$ cat src/lhb_pkg.sv
// Package for the local bus hold bridge: widths, states and carriers
package lhb_pkg;
  // ****************************************************************
  // Bus widths
  // ****************************************************************
  localparam int SYS_ADDR_W = 32;
  localparam int SYS_DATA_W = 64;
  localparam int LOC_ADDR_W = 32;
  localparam int LOC_DATA_W = 32;
  localparam int BE_W       = 8;
  localparam int LOC_BE_W   = 4;

  // ****************************************************************
  // Reset values
  // ****************************************************************
  localparam logic RST_HOLD_REQ = 1'b0;
  localparam logic RST_HOLD_ACK = 1'b0;

  // ****************************************************************
  // Hold relay states, Gray along the usual path
  // ****************************************************************
  typedef enum logic [1:0] {
    HS_IDLE = 2'b00,
    HS_REQ  = 2'b01,
    HS_HELD = 2'b11,
    HS_DROP = 2'b10
  } lhb_hold_state_t;

  // Word-sequencer states for a 64-bit access over the 32-bit bus
  typedef enum logic [1:0] {
    WS_IDLE = 2'b00,
    WS_LOW  = 2'b01,
    WS_HIGH = 2'b11,
    WS_DONE = 2'b10
  } lhb_word_state_t;

  // Processor-side request toward the local bus
  typedef struct packed {
    logic                  valid;
    logic                  write;
    logic [SYS_ADDR_W-1:0] addr;
    logic [SYS_DATA_W-1:0] wdata;
    logic [BE_W-1:0]       be;
  } lhb_sys_req_t;

  // Local-bus cycle toward the devices
  typedef struct packed {
    logic                  valid;
    logic                  write;
    logic [LOC_ADDR_W-1:0] addr;
    logic [LOC_DATA_W-1:0] wdata;
    logic [LOC_BE_W-1:0]   be;
  } lhb_loc_req_t;

  // Local master request toward the memory controller
  typedef struct packed {
    logic                  valid;
    logic                  write;
    logic [SYS_ADDR_W-1:0] addr;
    logic [SYS_DATA_W-1:0] wdata;
    logic [BE_W-1:0]       be;
  } lhb_mem_req_t;
endpackage

$ cat src/lhb_bridge.sv
// Local bus hold bridge: hold relay plus access paths both ways
`timescale 1ns/1ps
`default_nettype none

// Overview of operation
// - System side carries 32-bit address, 64-bit data.
// - Local bus is 32/32; wide transfers narrowed.
// - Processor owns both buses unless hold granted.
// - Local hold request raises hold toward processor.
// - Processor answers with hold grant.
// - Acknowledge local device only after grant.
// - Relay processor-to-local and local-to-memory accesses.
// - Suffix B means active low; unsuffixed pins are active high.
// - Hold waits while transaction start enable asserted.
// - Grant means processor released the system bus.
module lhb_bridge (
  input  wire logic                           CLK_IN,
  input  wire logic                           RST_B_IN,
  input  wire logic                           LOC_HOLD_REQ_B_IN,
  output logic                                LOC_HOLD_ACK_B_OUT,
  output logic                                HOLD_REQUEST_TO_CPU_B_OUT,
  input  wire logic                           HOLD_GRANT_FROM_CPU_B_IN,
  input  wire logic                           TRANSACTION_START_ENABLE_B_IN,
  input  wire lhb_pkg::lhb_sys_req_t          SYS_REQ_IN,
  output logic                                SYS_RDY_OUT,
  output logic [lhb_pkg::SYS_DATA_W-1:0]      SYS_RDATA_OUT,
  output lhb_pkg::lhb_loc_req_t               LOC_REQ_OUT,
  input  wire logic                           LOC_RDY_IN,
  input  wire logic [lhb_pkg::LOC_DATA_W-1:0] LOC_RDATA_IN,
  input  wire lhb_pkg::lhb_mem_req_t          LOC_MST_REQ_IN,
  output logic                                LOC_MST_RDY_OUT,
  output logic [lhb_pkg::SYS_DATA_W-1:0]      LOC_MST_RDATA_OUT,
  output lhb_pkg::lhb_mem_req_t               MEM_REQ_OUT,
  input  wire logic                           MEM_RDY_IN,
  input  wire logic [lhb_pkg::SYS_DATA_W-1:0] MEM_RDATA_IN
);
  import lhb_pkg::*;

  // ****************************************************************
  // Pin synchronisers
  // ****************************************************************
  logic loc_hreq_s1_q, loc_hreq_s2_q;
  logic grant_s1_q, grant_s2_q;
  logic tse_s1_q, tse_s2_q;

  // Only the second stage is read by the logic below
  always_ff @(posedge CLK_IN or negedge RST_B_IN) begin
    if (!RST_B_IN) begin
      {loc_hreq_s1_q, loc_hreq_s2_q} <= 2'b00;
      {grant_s1_q, grant_s2_q}       <= 2'b00;
      {tse_s1_q, tse_s2_q}           <= 2'b00;
    end else begin
      loc_hreq_s1_q <= ~LOC_HOLD_REQ_B_IN;
      loc_hreq_s2_q <= loc_hreq_s1_q;
      grant_s1_q    <= ~HOLD_GRANT_FROM_CPU_B_IN;
      grant_s2_q    <= grant_s1_q;
      tse_s1_q      <= ~TRANSACTION_START_ENABLE_B_IN;
      tse_s2_q      <= tse_s1_q;
    end
  end

  // ****************************************************************
  // Hold relay
  // ****************************************************************
  lhb_hold_state_t hold_q, hold_d;
  logic            cpu_req_q, cpu_req_d;
  logic            ack_q, ack_d;
  wire             loc_wants  = loc_hreq_s2_q;
  wire             cpu_grant  = grant_s2_q;
  wire             tse_active = tse_s2_q;

  // Next-state: request, wait for grant, hold, then release
  always_comb begin
    hold_d    = hold_q;
    cpu_req_d = cpu_req_q;
    ack_d     = ack_q;
    unique case (hold_q)
      HS_IDLE: begin
        // A hold is only started while start enable is inactive; HS_REQ does not check it
        if (loc_wants && !tse_active) begin
          hold_d    = HS_REQ;
          cpu_req_d = 1'b1;
        end
      end
      HS_REQ: begin
        if (!loc_wants) begin
          hold_d    = HS_IDLE;
          cpu_req_d = 1'b0;
        end else if (cpu_grant) begin
          hold_d = HS_HELD;
          ack_d  = 1'b1;
        end
      end
      HS_HELD: begin
        if (!loc_wants) begin
          hold_d    = HS_DROP;
          ack_d     = 1'b0;
          cpu_req_d = 1'b0;
        end
      end
      HS_DROP: begin
        // Wait for the processor to retake the bus
        if (!cpu_grant) begin
          hold_d = HS_IDLE;
        end
      end
    endcase
  end

  always_ff @(posedge CLK_IN or negedge RST_B_IN) begin
    if (!RST_B_IN) begin
      hold_q    <= HS_IDLE;
      cpu_req_q <= RST_HOLD_REQ;
      ack_q     <= RST_HOLD_ACK;
    end else begin
      hold_q    <= hold_d;
      cpu_req_q <= cpu_req_d;
      ack_q     <= ack_d;
    end
  end

  assign HOLD_REQUEST_TO_CPU_B_OUT = ~cpu_req_q;
  assign LOC_HOLD_ACK_B_OUT        = ~ack_q;

  // Local master owns the system bus only in the held state
  wire loc_owns = (hold_q == HS_HELD) && cpu_grant;
  wire cpu_owns = ~loc_owns;

  // ****************************************************************
  // Processor to local bus: 64-bit split into two 32-bit words
  // ****************************************************************
  lhb_word_state_t ws_q, ws_d;
  lhb_loc_req_t    lreq_q, lreq_d;
  logic [SYS_DATA_W-1:0] rdata_q, rdata_d;
  wire             need_low  = |SYS_REQ_IN.be[LOC_BE_W-1:0];
  wire             need_high = |SYS_REQ_IN.be[BE_W-1:LOC_BE_W];
  wire             go        = SYS_REQ_IN.valid && cpu_owns;

  // Low word first unless only high lanes are enabled, then high word when its lanes are enabled
  always_comb begin
    ws_d    = ws_q;
    lreq_d  = lreq_q;
    rdata_d = rdata_q;
    unique case (ws_q)
      WS_IDLE: begin
        if (go) begin
          lreq_d.valid = 1'b1;
          lreq_d.write = SYS_REQ_IN.write;
          if (need_low || !need_high) begin
            ws_d         = WS_LOW;
            lreq_d.addr  = {SYS_REQ_IN.addr[SYS_ADDR_W-1:3], 3'h0};
            lreq_d.wdata = SYS_REQ_IN.wdata[LOC_DATA_W-1:0];
            lreq_d.be    = SYS_REQ_IN.be[LOC_BE_W-1:0];
          end else begin
            ws_d         = WS_HIGH;
            lreq_d.addr  = {SYS_REQ_IN.addr[SYS_ADDR_W-1:3], 3'h4};
            lreq_d.wdata = SYS_REQ_IN.wdata[SYS_DATA_W-1:LOC_DATA_W];
            lreq_d.be    = SYS_REQ_IN.be[BE_W-1:LOC_BE_W];
          end
        end
      end
      WS_LOW: begin
        if (LOC_RDY_IN) begin
          rdata_d[LOC_DATA_W-1:0] = LOC_RDATA_IN;
          if (need_high) begin
            ws_d         = WS_HIGH;
            lreq_d.addr  = {SYS_REQ_IN.addr[SYS_ADDR_W-1:3], 3'h4};
            lreq_d.wdata = SYS_REQ_IN.wdata[SYS_DATA_W-1:LOC_DATA_W];
            lreq_d.be    = SYS_REQ_IN.be[BE_W-1:LOC_BE_W];
          end else begin
            ws_d         = WS_DONE;
            lreq_d.valid = 1'b0;
          end
        end
      end
      WS_HIGH: begin
        if (LOC_RDY_IN) begin
          rdata_d[SYS_DATA_W-1:LOC_DATA_W] = LOC_RDATA_IN;
          ws_d         = WS_DONE;
          lreq_d.valid = 1'b0;
        end
      end
      WS_DONE: begin
        ws_d = WS_IDLE;
      end
    endcase
  end

  always_ff @(posedge CLK_IN or negedge RST_B_IN) begin
    if (!RST_B_IN) begin
      ws_q    <= WS_IDLE;
      lreq_q  <= '0;
      rdata_q <= '0;
    end else begin
      ws_q    <= ws_d;
      lreq_q  <= lreq_d;
      rdata_q <= rdata_d;
    end
  end

  assign LOC_REQ_OUT   = lreq_q;
  assign SYS_RDY_OUT   = (ws_q == WS_DONE);
  assign SYS_RDATA_OUT = rdata_q;

  // ****************************************************************
  // Local master to memory controller, gated by ownership
  // ****************************************************************
  // Combinational pass adds no cycle of latency to the handshake
  assign MEM_REQ_OUT.valid   = LOC_MST_REQ_IN.valid && loc_owns;
  assign MEM_REQ_OUT.write   = LOC_MST_REQ_IN.write;
  assign MEM_REQ_OUT.addr    = LOC_MST_REQ_IN.addr;
  assign MEM_REQ_OUT.wdata   = LOC_MST_REQ_IN.wdata;
  assign MEM_REQ_OUT.be      = LOC_MST_REQ_IN.be;
  assign LOC_MST_RDY_OUT     = MEM_RDY_IN && loc_owns;
  assign LOC_MST_RDATA_OUT   = MEM_RDATA_IN;

  // ****************************************************************
  // Checks
  // ****************************************************************
  chk_ack_needs_grant: assert property (@(posedge CLK_IN) disable iff (!RST_B_IN)
    $rose(ack_q) |-> $past(cpu_grant) && cpu_req_q)
    else $error("acknowledge raised without grant");
  chk_req_follows_loc: assert property (@(posedge CLK_IN) disable iff (!RST_B_IN)
    (hold_q == HS_IDLE && loc_wants && !tse_active) |=> cpu_req_q)
    else $error("hold request not relayed");
  chk_tse_blocks_hold: assert property (@(posedge CLK_IN) disable iff (!RST_B_IN)
    (hold_q == HS_IDLE && tse_active) |=> !cpu_req_q)
    else $error("hold broke a start-enabled sequence");
  chk_release_drops: assert property (@(posedge CLK_IN) disable iff (!RST_B_IN)
    (hold_q == HS_HELD && !loc_wants) |=> !ack_q && !cpu_req_q)
    else $error("withdrawn request not released");
  chk_cpu_owns_idle: assert property (@(posedge CLK_IN) disable iff (!RST_B_IN)
    !ack_q |-> !MEM_REQ_OUT.valid)
    else $error("memory access without hold");
  chk_loc_quiet_held: assert property (@(posedge CLK_IN) disable iff (!RST_B_IN)
    (loc_owns && ws_q == WS_IDLE) |=> ws_q == WS_IDLE)
    else $error("processor access while bus held");
  chk_word_split: assert property (@(posedge CLK_IN) disable iff (!RST_B_IN)
    (ws_q == WS_LOW && LOC_RDY_IN && need_high) |=> ws_q == WS_HIGH && lreq_q.addr[2])
    else $error("high word not issued");
  chk_rdy_one_cycle: assert property (@(posedge CLK_IN) disable iff (!RST_B_IN)
    SYS_RDY_OUT |=> !SYS_RDY_OUT)
    else $error("ready longer than one cycle");
endmodule

`default_nettype wire

$ cat config.mk
export PLATFORM = sky130hd
export DESIGN_NAME = lhb_bridge
export DESIGN_NICKNAME = d
export VERILOG_FILES = /design/src/lhb_pkg.sv /design/src/lhb_bridge.sv
export SDC_FILE = /design/constraint.sdc
export NUM_CORES = 1
export LEC_CHECK = 0
export ABC_AREA = 1
export ABC_CLOCK_PERIOD_IN_PS = 1600
export BUFFER_PORTS_ARGS = -buffer_cell sky130_fd_sc_hd__buf_4
export CAP_MARGIN = 20
export CORE_AREA = 2 2 239 241
export CTS_BUF_LIST = sky130_fd_sc_hd__clkbuf_8 sky130_fd_sc_hd__clkbuf_16
export DETAILED_ROUTE_END_ITERATION = 8
export DIE_AREA = 0 0 241 243
export GPL_TIMING_DRIVEN = 0
export PLACE_DENSITY = 0.4
export SLEW_MARGIN = 30
export SYNTH_ARGS = -nofsm -noshare
export SYNTH_HDL_FRONTEND = slang
export SYNTH_SLANG_ARGS = --single-unit
$ cat constraint.sdc
create_clock -name CLK_IN -period 1.6 [get_ports CLK_IN]
set_clock_uncertainty 0.05 [all_clocks]
set_input_delay 0.16 -clock CLK_IN [delete_from_list [all_inputs] [get_ports CLK_IN]]
set_output_delay 0.16 -clock CLK_IN [all_outputs]
set_load 0.05 [all_outputs]
-- After elaboration in Yosys (flattened, before gate mapping)
Cells that the tools add are included.
- reduce and logical (&&, ||, !) cells: 26
- equality and inequality tests: 18
- bitwise gates (word level): 6
- mux-type cells: 27
- operator list (kind ; number):
    $mux 68 ; 2
    $pmux 68 s2 ; 1
    $mux 70 ; 1
    $mux 39 ; 1
    $ne 2x2->1 const B ; 11
    $mux 2 ; 9
    $pmux 2 s4 ; 2
    $reduce_and 4->1 ; 3
    $eq 2x2->1 const B ; 4
    $mux 1 ; 8
    $reduce_or 4->1 ; 2
    $not 1->1 ; 6
    $reduce_and 2->1 ; 3
    $reduce_and 3->1 ; 2
    $reduce_bool 2->1 ; 3
    $logic_and 1x1->1 ; 5
    $reduce_and 5->1 ; 1
    $eq 2x1->1 const B ; 2
    $logic_not 2->1 ; 2
    $pmux 1 s2 ; 2
    $ne 3x3->1 const B ; 1
    $pmux 1 s3 ; 1
    $reduce_bool 3->1 ; 1
    $logic_not 1->1 ; 2
    other kinds (2) ; 2
- output and inout port bits: 308
- logic and storage cells: 94
- input port bits: 315
- flip-flop bits (word level): 146

-- Depth between registers and ports, before layout
- depth after elaboration: 6
- depth in mapped cells: 10
- mapped depth without buffers: 9

-- Least setup slack after synthesis
No wires, ideal clock.
- kind: flip-flop to flip-flop
- from: reg ws_q[1]
- to: reg ws_q[1]
- required time: 1378 ps
- slack: 130 ps
- cell stages (with the launch flop): 4
- arrival time: 1249 ps
- buffers on the path: 0
- clock period less this slack: 1470 ps
- library setup time: 172 ps
- cells stage by stage: dfrtp_1 inv_1 nor2_1 a211oi_1
- elaborated cells on any way between the ends: 9
- those cells by class: eq/ne: 6; mux: 1; reduce/logical: 2
- RTL lines (element ; line ; RTL):
    start, declared ; lhb_bridge.sv:132 ; lhb_word_state_t ws_q, ws_d;
    start signal, assigned ; lhb_bridge.sv:195 ; ws_q <= ws_d;
    $eq 2x2->1 ; - ;
    named net SYS_RDY_OUT ; lhb_bridge.sv:25 ; output logic SYS_RDY_OUT,
    $pmux 2 s4 ; lhb_bridge.sv:144 ; unique case (ws_q)
The timed path passes the listed nets, and every way through them passes these cells.
A chain may end at the register's enable or synchronous reset.

-- Worst setup path after layout
- from: reg ws_q[0]
- to: reg lreq_q, in the netlist LOC_REQ_OUT[23]
- word-level cells in the longest chain between the ends: 3
- elaborated cells on any way between the ends: 8
- those cells by class: eq/ne: 4; mux: 1; reduce/logical: 3
- RTL lines (element ; line ; RTL):
    $eq 2x1->1 / $logic_not 2->1 (equally long branches) ; lhb_bridge.sv:144 ;
    $ne 2x2->1 (no source line) / $reduce_bool 2->1 (equally long branches) ; - ;
    $reduce_and 4->1 (no source line) ; - ;
    end signal, assigned ; lhb_bridge.sv:196 ; lreq_q <= lreq_d;
    end, declared ; lhb_bridge.sv:133 ; lhb_loc_req_t lreq_q, lreq_d;
Several ways; a longest one is shown, not always the timed one.

==> impl_results.md <==
- Num CTS Buffers: 17
- Final Max Tran Viols: 0
- Total vias in the final route: 8183
- Post-synth EDFFs: 0
- WL/cell: 15.19 um
- DRC Markers: 0
- Final Cell Area: 0.01471 sq mm
- Overflow after GRT: 0
- Endpoints failing setup: 52
- WL final: 35.45 mm
- Post-Layout Cell Count: 2334
- Drt initial violations: 226
- Clock Pin Slew Worst Setup and Hold Paths: 0.06 ns
- Ports: 623
- Pre-CTS setup slack: -0.5736 ns
- Post-DP HPWL: 26.63 mm
- Std-Cell Core Area: 0.05595 sq mm
- F_max: 0.6065 GHz
- Critical R2R Launch: ws_q[0]
- Clk_lat worst skew: 0.46 ns
- Critical path required time: 1.92 ns
- Hold Slack: 0.03585 ns
- CP startpoint kind: flip-flop
- Mapped Avg Cell Area: 8.127 sq um
- Top post-synthesis cells by area: dfrtp_1 (48%), buf_4 (18%), nand2_1 (13%)
- Setup crit start: ws_q[0]
- Unrepaired setup endpoints after global routing: true
- Status: finished, violations left
- Most frequent cell after synthesis: nand2_1
- CTS tree: done
- CP endpoint kind: flip-flop
- Synth cell types: 24
- Final WS setup: -0.04877 ns
- Cell seen most often among critical-path stages: nand2_4
- Antenna Nets Post-Route: 0
- Critical path class: reg2reg
- Tot GR Track Use: 11.67%
- Share of cells above drive strength 1: 48.98%
- Starting Density: 13.52%
- Max incr delay on CP: 0.44 ns
- Post-synth top area cell: dfrtp_1
- Synth Register Bits: 144
- Crit path max-delay cell type: dfrtp_2
- Die area: 0.05856 sq mm
- Cell family with most CP delay: simple AND/OR/NAND/NOR gates
- Largest net degree at the start of global routing: 58
- Async SR Flop Fraction: 100.0%
- Initial antenna violation count: 7
- # rows: 87
- Placed inst area: 0.01194 sq mm
- Power, Total: 28.55 mW
- Failing checks: negative setup slack
- CP Max Fanout: 5
- Leakage: 7.891 nW
- Final period util: 103.0%
- Hold Fails Final Rpt: 0
- Synth Cell Area: 0.007566 sq mm
- Synth top cells by count: nand2_1 (268), buf_4 (180), dfrtp_1 (144)
- Vias in the first global route: 8292
- Synth warnings: 0
- Min-delay worst type: in2reg
- CP arrival: 1.97 ns
- Synthesis-to-finish area growth: 94.39%
- Buffers added on ports: 448
- Nets: 1879
- Hold Crit Start: SYS_REQ_IN[54]
- Register area share after synthesis: 47.63%
- Sink Count: 144
- Max Cap Violations: 0
- Worst supply voltage drop on vdd: 1005 uV
- Clk buf depth: 2
- Ys flop type: dfrtp_1
- Synth top area share: 47.63%
- Pwr Density: 1941 mW/mm^2
- Fin Setup TNS: -1.220 ns
- Placed cell count: 2138
- Via density: 3.506
- Root Buffer: clkbuf_16
- WP buf/inv: 3
- Fin crit period: 1.649 ns
- First-pass GRT wire length: 50.24 mm
- DIE HEIGHT: 243 um
- Final RePlAce weighted congestion: 0.7867
- Crit-path cells: nor2_2, nand2_4, nand2_4, nor2_4, buf_12, bufbuf_16, buf_8, nand4_1, nand2_1
- Post-Syn Instances: 931
- 1st-pass router iterations: 4
- Layout Utilization: 26.29%
- Die span in x: 241 um
- H-tree depth: 4
## layout by cell type (no fill, tap or decap), types with 3 or more instances in the layout
cell type      count
o21ai_0           69
buf_8             10
buf_2              4
nand2_8            3
inv_1            113
nand2_4            5
nand4_1           31
buf_4            638
clkinv_2           3
nand3_1           65
nand2_2           20
inv_2              3
clkbuf_4           3
dfrtp_2            4
nor2_4             4
nand2_1          241
clkbuf_2           7
dfrtp_1          140
clkbuf_16         20
nor2_1             5
inv_6              6
buf_16             5
buf_12             8
buf_6             13
dlygate4sd3_1    130
## flip-flops by register name, summed over array words and instances, names as in the netlist
signal	count
loc_hreq_s2_q	1
tse_s1_q	1
LOC_REQ_OUT	68
ws_q	2
SYS_RDATA_OUT	64
cpu_req_q	1
hold_q	2
ack_q	1
tse_active	1
loc_hreq_s1_q	1
cpu_grant	1
grant_s1_q	1
## what timing repair did
action	in CTS	in global routing
gates resized for setup	67	88
buffers inserted	17	8
hold buffers	130	0
cloned	5	4
hold endpoints to repair	275	0
setup endpoints to repair	135	135
pin swaps	6	17
## worst register-to-register path: stages, from the launching register on
cell and delay (ns):
dfrtp_2 0.44, nor2_2 0.19, nand2_4 0.07, nand2_4 0.08, nor2_4 0.04, buf_12 0.14
bufbuf_16 0.27, buf_8 0.12, nand4_1 0.09, nand2_1 0.06
## layer usage
metal / GRT usage, % / wire length, um
met1: 12.57 / 13530
met2: 20.01 / 17800
met3: 5.504 / 3608
met4: 3.813 / 442
met5: 0 / 71
## area by class of cell
cell class / count / area (sq um)
clock inverters: 14 / 153.9
repair buffers: 613 / 5218
plain buffers: 212 / 1693
clock buffers: 17 / 425.4
inverters: 118 / 467.9
multi-input cells: 458 / 2191
fillers: 6144 / 41240
diodes: 2 / 5.005
well taps: 756 / 945.9
flip-flops and latches: 144 / 3608
## power by group
group          internal [mW]  leakage [nW]  switching [mW]
Sequential              5.27          1.80            1.01
Combinational           6.53          5.81            11.6
Clock                   2.31         0.283            1.85
## cells by family (layout without fill, tap and decap cells)
family / Yosys count / count (layout) / share of synthesized area [%]
other cells: 1 / 4 / 0.04956
flops: 144 / 144 / 47.63
mux: 1 / 1 / 0.1488
compound gates: 77 / 77 / 5.226
buf+inv: 330 / 974 / 25.80
simple gates: 378 / 378 / 21.15
## final timing paths
path	slack (ns)	endpoint	depth (start not counted)
worst min-delay path	0.04	LOC_REQ_OUT[18]	5
worst max register to register	-0.05	LOC_REQ_OUT[23]	9
max in group asynchronous	0.70	LOC_REQ_OUT[43]	3
worst min register to register	0.30	loc_hreq_s2_q	0
worst max-delay path	-0.05	LOC_REQ_OUT[23]	9
min in group asynchronous	0.13	SYS_RDATA_OUT[30]	2
No activity file was read; power rests on OpenSTA's default activity.
